===== config.mk =====
export PLATFORM = sky130hd
export DESIGN_NAME = sync_timer_start_stop_clear
export DESIGN_NICKNAME = d
export VERILOG_FILES = /design/src/hdl/sync_timer_pkg.sv /design/src/hdl/sync_timer_start_stop_clear.sv
export SDC_FILE = /design/constraint.sdc
export NUM_CORES = 1
export LEC_CHECK = 0
export BUFFER_PORTS_ARGS = -buffer_cell sky130_fd_sc_hd__buf_2
export CAP_MARGIN = 20
export CORE_ASPECT_RATIO = 1.5
export CORE_UTILIZATION = 45
export DETAILED_ROUTE_END_ITERATION = 10
export PLACE_DENSITY = 0.73
export SLEW_MARGIN = 20
export SYNTH_ARGS = -nofsm -noshare
export SYNTH_HDL_FRONTEND = slang
export SYNTH_SLANG_ARGS = --single-unit

===== constraint.sdc =====
create_clock -name ref_clk -period 5.85 [get_ports ref_clk]
set_clock_uncertainty 0.2 [all_clocks]
set_input_delay 0.8775 -clock ref_clk [delete_from_list [all_inputs] [get_ports ref_clk]]
set_output_delay 0.8775 -clock ref_clk [all_outputs]
set_load 0.005 [all_outputs]

===== src/hdl/sync_timer_pkg.sv =====
// Constants for the synchronous start/stop/clear timer block.
// Assumes one 100 MHz peripheral clock and an AXI4-Lite master.
package sync_timer_pkg;
    // ==================================================
    // Register byte offsets
    localparam logic [5:0] OFS_PWM_CFG = 6'h00;
    localparam logic [5:0] OFS_SOFT_START = 6'h04;
    localparam logic [5:0] OFS_SOFT_STOP = 6'h08;
    localparam logic [5:0] OFS_TSTART_A = 6'h0C;
    localparam logic [5:0] OFS_SYNC_START = 6'h10;
    localparam logic [5:0] OFS_MT_CFG = 6'h14;
    localparam logic [5:0] OFS_PWM_CNT0 = 6'h18;
    localparam logic [5:0] OFS_PWM_CNT1 = 6'h1C;
    localparam logic [5:0] OFS_MT_CNT = 6'h20;
    localparam logic [5:0] OFS_STATUS = 6'h24;
    // ==================================================
    // Fields of one channel byte in the config registers
    localparam int F_PRESC = 0;
    localparam int F_START_A = 4;
    localparam int F_STOP_A = 5;
    localparam int F_CLR_A = 6;
    localparam int CH_STRIDE = 8;
    localparam int PRESC_W = 4;
    localparam logic [31:0] CFG_RST = 32'h0000_0000;
    // ==================================================
    // Widths and bus answers
    localparam int PRE_W = 16;
    localparam int PWM_CNT_W = 32;
    localparam int MT_CNT_W = 16;
    localparam logic [1:0] RESP_OKAY = 2'h0;
    localparam logic [1:0] RESP_SLVERR = 2'h2;

    // Count clock enable: prescaler low sel bits all zero
    function automatic logic count_tick(input logic [PRE_W-1:0] pre,
                                        input logic [PRESC_W-1:0] sel);
        logic [PRE_W-1:0] mask;
        mask = (PRE_W'(1) << sel) - PRE_W'(1);
        return (pre & mask) == '0;
    endfunction : count_tick

    function automatic logic [31:0] strb_merge(input logic [31:0] old,
                                               input logic [31:0] data,
                                               input logic [3:0] strb);
        logic [31:0] res;
        res = old;
        for (int b = 0; b < 4; b++)
        begin
            if (strb[b])
                res[b*8 +: 8] = data[b*8 +: 8];
        end
        return res;
    endfunction : strb_merge
endpackage : sync_timer_pkg


===== src/hdl/sync_timer_start_stop_clear.sv =====
// Start/stop/clear control for two PWM timer channels and two
// multi-function timer channels, with an AXI4-Lite register slave.
// Assumes ext_trigger_in_a is asynchronous to ref_clk.
// Behaviour
// - Trigger rise starts both PWM channels together when selected
// - Trigger fall stops both when selected
// - Trigger fall clears both counters when selected
// - Sync start write starts the multi timers whose bits are set
// - Start register write loads both multi timer run flags
// - CPU start/stop write beats hardware source
// - Hardware start edge sets run flag
// - Hardware stop edge clears run flag
// - Counter follows run flag at next tick
// - Events ignored until counter really starts
// - Events still accepted until counter stops
// - Start latency depends on source and clock
module sync_timer_start_stop_clear
    import sync_timer_pkg::*;
(
    input wire logic ref_clk, // 100 MHz clock
    input wire logic rst_b, // Async reset, low
    input wire logic ext_trigger_in_a, // External trigger pin
    input wire logic [5:0] s_axi_awaddr, // Write address
    input wire logic s_axi_awvalid, // Write address valid
    output logic s_axi_awready, // Write address ready
    input wire logic [31:0] s_axi_wdata, // Write data
    input wire logic [3:0] s_axi_wstrb, // Byte enables
    input wire logic s_axi_wvalid, // Write data valid
    output logic s_axi_wready, // Write data ready
    output logic [1:0] s_axi_bresp, // Write response
    output logic s_axi_bvalid, // Write response valid
    input wire logic s_axi_bready, // Write response ready
    input wire logic [5:0] s_axi_araddr, // Read address
    input wire logic s_axi_arvalid, // Read address valid
    output logic s_axi_arready, // Read address ready
    output logic [31:0] s_axi_rdata, // Read data
    output logic [1:0] s_axi_rresp, // Read response
    output logic s_axi_rvalid, // Read data valid
    input wire logic s_axi_rready, // Read data ready
    output logic [1:0] count_run_flag, // PWM run flags
    output logic [1:0] pwm_event_en, // PWM counter really running
    output logic [PWM_CNT_W-1:0] pwm_channel_counter0, // PWM ch0 count
    output logic [PWM_CNT_W-1:0] pwm_channel_counter1, // PWM ch1 count
    output logic [1:0] mt_run, // Multi timer run flags
    output logic [MT_CNT_W-1:0] mt_counter0, // Multi timer ch0 count
    output logic [MT_CNT_W-1:0] mt_counter1 // Multi timer ch1 count
);
    // ==================================================
    // Trigger synchroniser and edge detect
    logic trg_s1_r, trg_s2_r, trg_s3_r, trg_lvl_r;
    logic trg_rise, trg_fall;

    always_ff @(posedge ref_clk or negedge rst_b)
    begin
        if (!rst_b)
        begin
            trg_s1_r <= 1'b0;
            trg_s2_r <= 1'b0;
            trg_s3_r <= 1'b0;
            trg_lvl_r <= 1'b0;
        end
        else
        begin
            trg_s1_r <= ext_trigger_in_a;
            trg_s2_r <= trg_s1_r;
            trg_s3_r <= trg_s2_r;
            if (trg_s2_r == trg_s3_r)
                trg_lvl_r <= trg_s3_r;
        end
    end

    // Level moves only once, so each edge pulses once
    assign trg_rise = trg_s2_r & trg_s3_r & ~trg_lvl_r;
    assign trg_fall = ~trg_s2_r & ~trg_s3_r & trg_lvl_r;
    // ==================================================
    // Prescaler shared by all channels
    logic [PRE_W-1:0] pre_r;
    always_ff @(posedge ref_clk or negedge rst_b)
    begin
        if (!rst_b)
            pre_r <= '0;
        else
            pre_r <= pre_r + PRE_W'(1);
    end

    // ==================================================
    // AXI4-Lite write channel
    logic aw_got_r, w_got_r, bvalid_r;
    logic [5:0] aw_addr_r;
    logic [31:0] w_data_r;
    logic [3:0] w_strb_r;
    logic [1:0] bresp_r;
    logic wr_fire;
    logic [1:0] wr_bits;
    logic [31:0] pwm_cfg_r, mt_cfg_r;
    assign s_axi_awready = ~aw_got_r & ~bvalid_r;
    assign s_axi_wready = ~w_got_r & ~bvalid_r;
    assign wr_fire = aw_got_r & w_got_r & ~bvalid_r;
    // Command bits live in the low byte lane
    assign wr_bits = w_strb_r[0] ? w_data_r[1:0] : 2'b00;
    function automatic logic mapped(input logic [5:0] a);
        return a <= OFS_STATUS && a[1:0] == 2'b00;
    endfunction : mapped
    always_ff @(posedge ref_clk or negedge rst_b)
    begin
        if (!rst_b)
        begin
            aw_got_r <= 1'b0;
            w_got_r <= 1'b0;
            bvalid_r <= 1'b0;
            aw_addr_r <= '0;
            w_data_r <= '0;
            w_strb_r <= '0;
            bresp_r <= RESP_OKAY;
        end
        else
        begin
            if (s_axi_awvalid && s_axi_awready)
            begin
                aw_got_r <= 1'b1;
                aw_addr_r <= s_axi_awaddr;
            end
            if (s_axi_wvalid && s_axi_wready)
            begin
                w_got_r <= 1'b1;
                w_data_r <= s_axi_wdata;
                w_strb_r <= s_axi_wstrb;
            end
            if (wr_fire)
            begin
                aw_got_r <= 1'b0;
                w_got_r <= 1'b0;
                bvalid_r <= 1'b1;
                bresp_r <= mapped(aw_addr_r) ? RESP_OKAY : RESP_SLVERR;
            end
            else if (bvalid_r && s_axi_bready)
                bvalid_r <= 1'b0;
        end
    end
    assign s_axi_bvalid = bvalid_r;
    assign s_axi_bresp = bresp_r;
    always_ff @(posedge ref_clk or negedge rst_b)
    begin
        if (!rst_b)
        begin
            pwm_cfg_r <= CFG_RST;
            mt_cfg_r <= CFG_RST;
        end
        else if (wr_fire && aw_addr_r == OFS_PWM_CFG)
            pwm_cfg_r <= strb_merge(pwm_cfg_r, w_data_r, w_strb_r);
        else if (wr_fire && aw_addr_r == OFS_MT_CFG)
            mt_cfg_r <= strb_merge(mt_cfg_r, w_data_r, w_strb_r);
    end
    // ==================================================
    // PWM channels: run flag, real counting, counter
    logic [1:0] sw_start, sw_stop, hw_start, hw_stop, hw_clr, tick;
    logic [1:0] run_r, act_r;
    logic [PWM_CNT_W-1:0] cnt_r [2];
    assign sw_start = (wr_fire && aw_addr_r == OFS_SOFT_START) ? wr_bits : 2'b00;
    assign sw_stop = (wr_fire && aw_addr_r == OFS_SOFT_STOP) ? wr_bits : 2'b00;
    always_comb
    begin
        for (int i = 0; i < 2; i++)
        begin
            hw_start[i] = trg_rise & pwm_cfg_r[i*CH_STRIDE+F_START_A];
            hw_stop[i] = trg_fall & pwm_cfg_r[i*CH_STRIDE+F_STOP_A];
            hw_clr[i] = trg_fall & pwm_cfg_r[i*CH_STRIDE+F_CLR_A];
            tick[i] = count_tick(pre_r, pwm_cfg_r[i*CH_STRIDE+F_PRESC +: PRESC_W]);
        end
    end

    always_ff @(posedge ref_clk or negedge rst_b)
    begin
        if (!rst_b)
            run_r <= 2'b00;
        else
        begin
            for (int i = 0; i < 2; i++)
            begin
                // CPU write checked first, so it wins a collision
                if (sw_start[i])
                    run_r[i] <= 1'b1;
                else if (sw_stop[i])
                    run_r[i] <= 1'b0;
                else if (hw_start[i])
                    run_r[i] <= 1'b1;
                else if (hw_stop[i])
                    run_r[i] <= 1'b0;
            end
        end
    end

    // Latency varies with source path and prescale
    always_ff @(posedge ref_clk or negedge rst_b)
    begin
        if (!rst_b)
            act_r <= 2'b00;
        else
        begin
            for (int i = 0; i < 2; i++)
            begin
                if (tick[i])
                    act_r[i] <= run_r[i];
            end
        end
    end

    always_ff @(posedge ref_clk or negedge rst_b)
    begin
        if (!rst_b)
            cnt_r <= '{default: '0};
        else
        begin
            for (int i = 0; i < 2; i++)
            begin
                if (hw_clr[i])
                    cnt_r[i] <= '0;
                else if (act_r[i] && tick[i])
                    cnt_r[i] <= cnt_r[i] + PWM_CNT_W'(1);
            end
        end
    end
    assign count_run_flag = run_r;
    // Events gated by real counting, not by the run flag
    assign pwm_event_en = act_r;
    assign pwm_channel_counter0 = cnt_r[0];
    assign pwm_channel_counter1 = cnt_r[1];
    // ==================================================
    // Multi-function timer channels
    logic [1:0] mt_run_r, mt_tick;
    logic [MT_CNT_W-1:0] mt_cnt_r [2];
    always_comb
    begin
        for (int i = 0; i < 2; i++)
            mt_tick[i] = count_tick(pre_r, mt_cfg_r[i*CH_STRIDE+F_PRESC +: PRESC_W]);
    end
    always_ff @(posedge ref_clk or negedge rst_b)
    begin
        if (!rst_b)
            mt_run_r <= 2'b00;
        else if (wr_fire && aw_addr_r == OFS_SYNC_START)
            mt_run_r <= mt_run_r | wr_bits;
        else if (wr_fire && aw_addr_r == OFS_TSTART_A && w_strb_r[0])
            mt_run_r <= wr_bits;
    end
    always_ff @(posedge ref_clk or negedge rst_b)
    begin
        if (!rst_b)
            mt_cnt_r <= '{default: '0};
        else
        begin
            for (int i = 0; i < 2; i++)
            begin
                if (mt_run_r[i] && mt_tick[i])
                    mt_cnt_r[i] <= mt_cnt_r[i] + MT_CNT_W'(1);
            end
        end
    end
    assign mt_run = mt_run_r;
    assign mt_counter0 = mt_cnt_r[0];
    assign mt_counter1 = mt_cnt_r[1];
    // ==================================================
    // AXI4-Lite read channel
    logic rvalid_r;
    logic [31:0] rdata_r;
    logic [1:0] rresp_r;
    logic [31:0] rd_mux;
    assign s_axi_arready = ~rvalid_r;
    always_comb
    begin
        case (s_axi_araddr)
            OFS_PWM_CFG: rd_mux = pwm_cfg_r;
            OFS_SOFT_START: rd_mux = {30'h0000_0000, run_r};
            OFS_TSTART_A: rd_mux = {30'h0000_0000, mt_run_r};
            OFS_MT_CFG: rd_mux = mt_cfg_r;
            OFS_PWM_CNT0: rd_mux = cnt_r[0];
            OFS_PWM_CNT1: rd_mux = cnt_r[1];
            OFS_MT_CNT: rd_mux = {mt_cnt_r[1], mt_cnt_r[0]};
            OFS_STATUS: rd_mux = {28'h000_0000, act_r, run_r};
            default: rd_mux = '0;
        endcase
    end

    always_ff @(posedge ref_clk or negedge rst_b)
    begin
        if (!rst_b)
        begin
            rvalid_r <= 1'b0;
            rdata_r <= '0;
            rresp_r <= RESP_OKAY;
        end
        else if (s_axi_arvalid && s_axi_arready)
        begin
            rvalid_r <= 1'b1;
            rdata_r <= rd_mux;
            rresp_r <= mapped(s_axi_araddr) ? RESP_OKAY : RESP_SLVERR;
        end
        else if (rvalid_r && s_axi_rready)
            rvalid_r <= 1'b0;
    end
    assign s_axi_rvalid = rvalid_r;
    assign s_axi_rdata = rdata_r;
    assign s_axi_rresp = rresp_r;
endmodule : sync_timer_start_stop_clear


==> results.json <==
{
  "worst-path-max-fanout": 22,
  "htreeDepth": 1,
  "yosys_warnings": 0,
  "worst_slack_ns": 1.38,
  "place_ws_ns": 1.43,
  "synth-compound-area-share": 0.149,
  "period_needed_ns": 4.47,
  "p_int_mw": 4.02,
  "synth.most_common_cell": "dfrtp_1",
  "clk_pin_slew_ns": 0.07,
  "fin_crit_sh": 0.764,
  "n_fill_cell": 2649,
  "clkSinkCount": 265,
  "synth_edf_count": 0,
  "start_kind": "register",
  "ir_drop_mv": 0.292,
  "cts_buffers": 26,
  "finalHoldViolations": 0,
  "synth_cell_types": 75,
  "synthMuxAreaShare": 0.0944,
  "synth.top_cells.by_count": "265 x dfrtp_1, 115 x nand2_1, 110 x mux2_2, 77 x nor2_1, 68 x clkbuf_1",
  "path_cells": "nor3_1, nand2_1, ha_1, a211oi_2, o22ai_1, or4_4, nor4_4, buf_4, o21ai_1, or4_1, a21oi_1",
  "worst-r2r-setup-slack_ns": 1.38,
  "synth_top_area_frac": 0.489,
  "final_core_util": 0.531,
  "syn_avg_cell_area_um2": 10.4,
  "path_buf_inv": 1,
  "synthArstFlopShare": 1.00,
  "synth_top_family_by_area": "simple AND/OR/NAND/NOR gates",
  "slew_headroom": 0.390,
  "hold_class": "in -> async",
  "synthFlopType": "dfrtp_1",
  "grt_pass1_vias": 11483,
  "max_slew.worst_pin.slew_ns": 0.913,
  "switching_share": 0.366,
  "worstReg2RegStart": "pwm_cfg_r[2]$_DFFE_PN0P_",
  "wirelength_um": 42500,
  "syn_inst": 1297,
  "cap_violations": 0,
  "crit_path_end_kind": "register",
  "use_met2": 0.494,
  "reg2regPathDepth": 11,
  "synthAdderAreaFrac": 0.0102,
  "postCtsResizedCells": 0,
  "grt_pass1_wl_um": 66400,
  "drc": 0,
  "vias_per_cell": 6.15,
  "critical-path-top-delay-family": "simple AND/OR/NAND/NOR gates",
  "grt_antenna_before_repair": 0,
  "drive_above_1_share": 0.265,
  "synthSimpleGateAreaFrac": 0.166,
  "num_rows": 77,
  "met3_usage": 0.0489,
  "crit_start": "pwm_cfg_r[2]$_DFFE_PN0P_",
  "num_antenna_cells": 0,
  "nets": 1516,
  "syn_area_um2": 13500,
  "p_comb_frac": 0.301,
  "core_area_um2": 29600,
  "outcome": "complete, no violations",
  "cts_setup_buffers": 0,
  "criticalPathCategory": "reg -> reg",
  "dp_hpwl_um": 30300,
  "cts_hold_buf": 0,
  "drtPass1Iterations": 6,
  "drtAntennaViolNets": 0,
  "worstSkewPairLatency_ns": 0.55,
  "crit_slowest_cell": "dfrtp_1",
  "grt_overflow": 0,
  "cp.arrival_ns": 4.74,
  "port_buffers": 196,
  "final.setup.tns_ns": 0,
  "synthTopCellsByArea": "dfrtp_1 49%, mux2_2 9.1%, nand2_1 3.2%, xnor2_1 3.2%, xor2_1 2.3%",
  "start_util": 0.458,
  "rsz0062_at_grt": "false",
  "via_count": 11444,
  "use_met1": 0.330,
  "die_x_um": 144,
  "cp_slowest_stage_delay_ns": 0.64,
  "power_frac_seq": 0.430,
  "grt_max_degree": 139,
  "fmaxAchievable_mhz": 224,
  "top_usage_layer": "met2",
  "synth-seq-cells": 265,
  "cts_tree": "built",
  "drt_iter0_markers": 919,
  "r2r-end": "pwm_channel_counter0[19]$_DFFE_PN0P_",
  "wl_per_cell_um": 22.8,
  "hold_ws_ns": 0.0747,
  "p_leak_nw": 7.38,
  "powerDensity_nw_per_um2": 404,
  "syn2layout_area_growth_pct": 15.9,
  "cts_buffer_depth": 3,
  "synthXorXnorAreaFrac": 0.0543,
  "synth-seq-area-share": 0.489,
  "fp.dieArea_um2": 30800,
  "required_ns": 6.12,
  "p_switching_mw": 2.32,
  "root_buffer": "clkbuf_16",
  "maxSlewViolCount": 0,
  "grt_usage": 0.283,
  "setup_viol_count_final": 0,
  "yosysTopAreaCell": "dfrtp_1",
  "pin_count": 199,
  "finalWeightedCongestion": 0.942,
  "pwr-share-clk": 0.268,
  "die_h_um": 215
}
[cells in the final DEF, fill, tap and decap left out, types with 32 or more instances in the layout]
master	n
a21oi_1	39
mux2_2	110
nor2_1	76
nand3_1	53
buf_2	195
xnor2_1	49
xor2_1	35
dfrtp_1	265
a22oi_1	39
o21ai_0	41
a22o_1	32
nand2_1	115
[cell type report]
| type | count | area [um2] | area share |
|---|---|---|---|
| Clock buffer | 37 | 753 | 0.0480 |
| Clock inverter | 8 | 96.3 | 0.00614 |
| Inverter | 30 | 113 | 0.00717 |
| Multi-Input combinational cell | 914 | 6480 | 0.413 |
| Sequential cell | 265 | 6630 | 0.422 |
| Tap cell | 395 | 494 | 0.0315 |
| Timing Repair Buffer | 212 | 1130 | 0.0721 |
[how the worst max path moves through the flow]
stage / to / slack (ns) / depth (start not counted)
after CTS: pwm_channel_counter0[22]$_DFFE_PN0P_ / 1.40 / 10
after global placement: pwm_channel_counter0[22]$_DFFE_PN0P_ / 1.52 / 10
after floorplan: pwm_channel_counter0[27]$_DFFE_PN0P_ / 2.42 / 14
after global routing: pwm_channel_counter0[22]$_DFFE_PN0P_ / 1.11 / 10
after detailed placement: pwm_channel_counter0[19]$_DFFE_PN0P_ / 1.43 / 11
final: pwm_channel_counter0[19]$_DFFE_PN0P_ / 1.38 / 11
[power by group through the flow]
stage	combinational [mW]	sequential [mW]	clock [mW]
2_1_floorplan	1.58	2.44	0
3_3_place_gp	1.83	2.73	0
3_5_place_dp	1.88	2.75	0
4_1_cts	1.89	2.72	1.72
5_1_grt	2.09	2.79	1.80
6_report	1.91	2.73	1.70
[per-stage QoR]
| step | cells | cell area (um2) | power [mW] |
|---|---|---|---|
| after floorplan | 1298 | 13600 | 4.02 |
| after global placement | 1815 | 14800 | 4.56 |
| after detailed placement | 1815 | 14800 | 4.62 |
| after CTS | 1860 | 15700 | 6.34 |
| after global routing | 1861 | 15700 | 6.67 |
| final | 1861 | 15700 | 6.34 |
[worst register-to-register path, stage by stage, from the launching register on]
cell	delay, ns
dfrtp_1	0.64
nor3_1	0.34
nand2_1	0.10
ha_1	0.43
a211oi_2	0.29
o22ai_1	0.11
or4_4	0.56
nor4_4	0.62
buf_4	0.32
o21ai_1	0.15
or4_1	0.44
a21oi_1	0.18
[flip-flops by register name, indices dropped and copies added, names as in the netlist, 4 cells and up]
register              count
mt_cfg_r                 32
pwm_cfg_r                32
pwm_channel_counter0     32
pwm_channel_counter1     32
s_axi_rdata              32
w_data_r                 32
mt_counter0              16
mt_counter1              16
pre_r                    15
aw_addr_r                 6
w_strb_r                  4
[layer usage]
metal	routed length, um	part of all wire
met3	2850	0.067
met5	0	0
met2	21900	0.51
met4	2160	0.051
met1	15600	0.37
[kinds of logic after synthesis]
group                    after synthesis
AND/OR/NAND/NOR                      432
AO/OA/AOI/OAI                        271
flip-flops                           265
buffers and inverters                119
multiplexers                         114
XOR/XNOR                              84
adder cells (fa/ha/maj)               11
other                                  1
(Power assumes the default switching activity.)
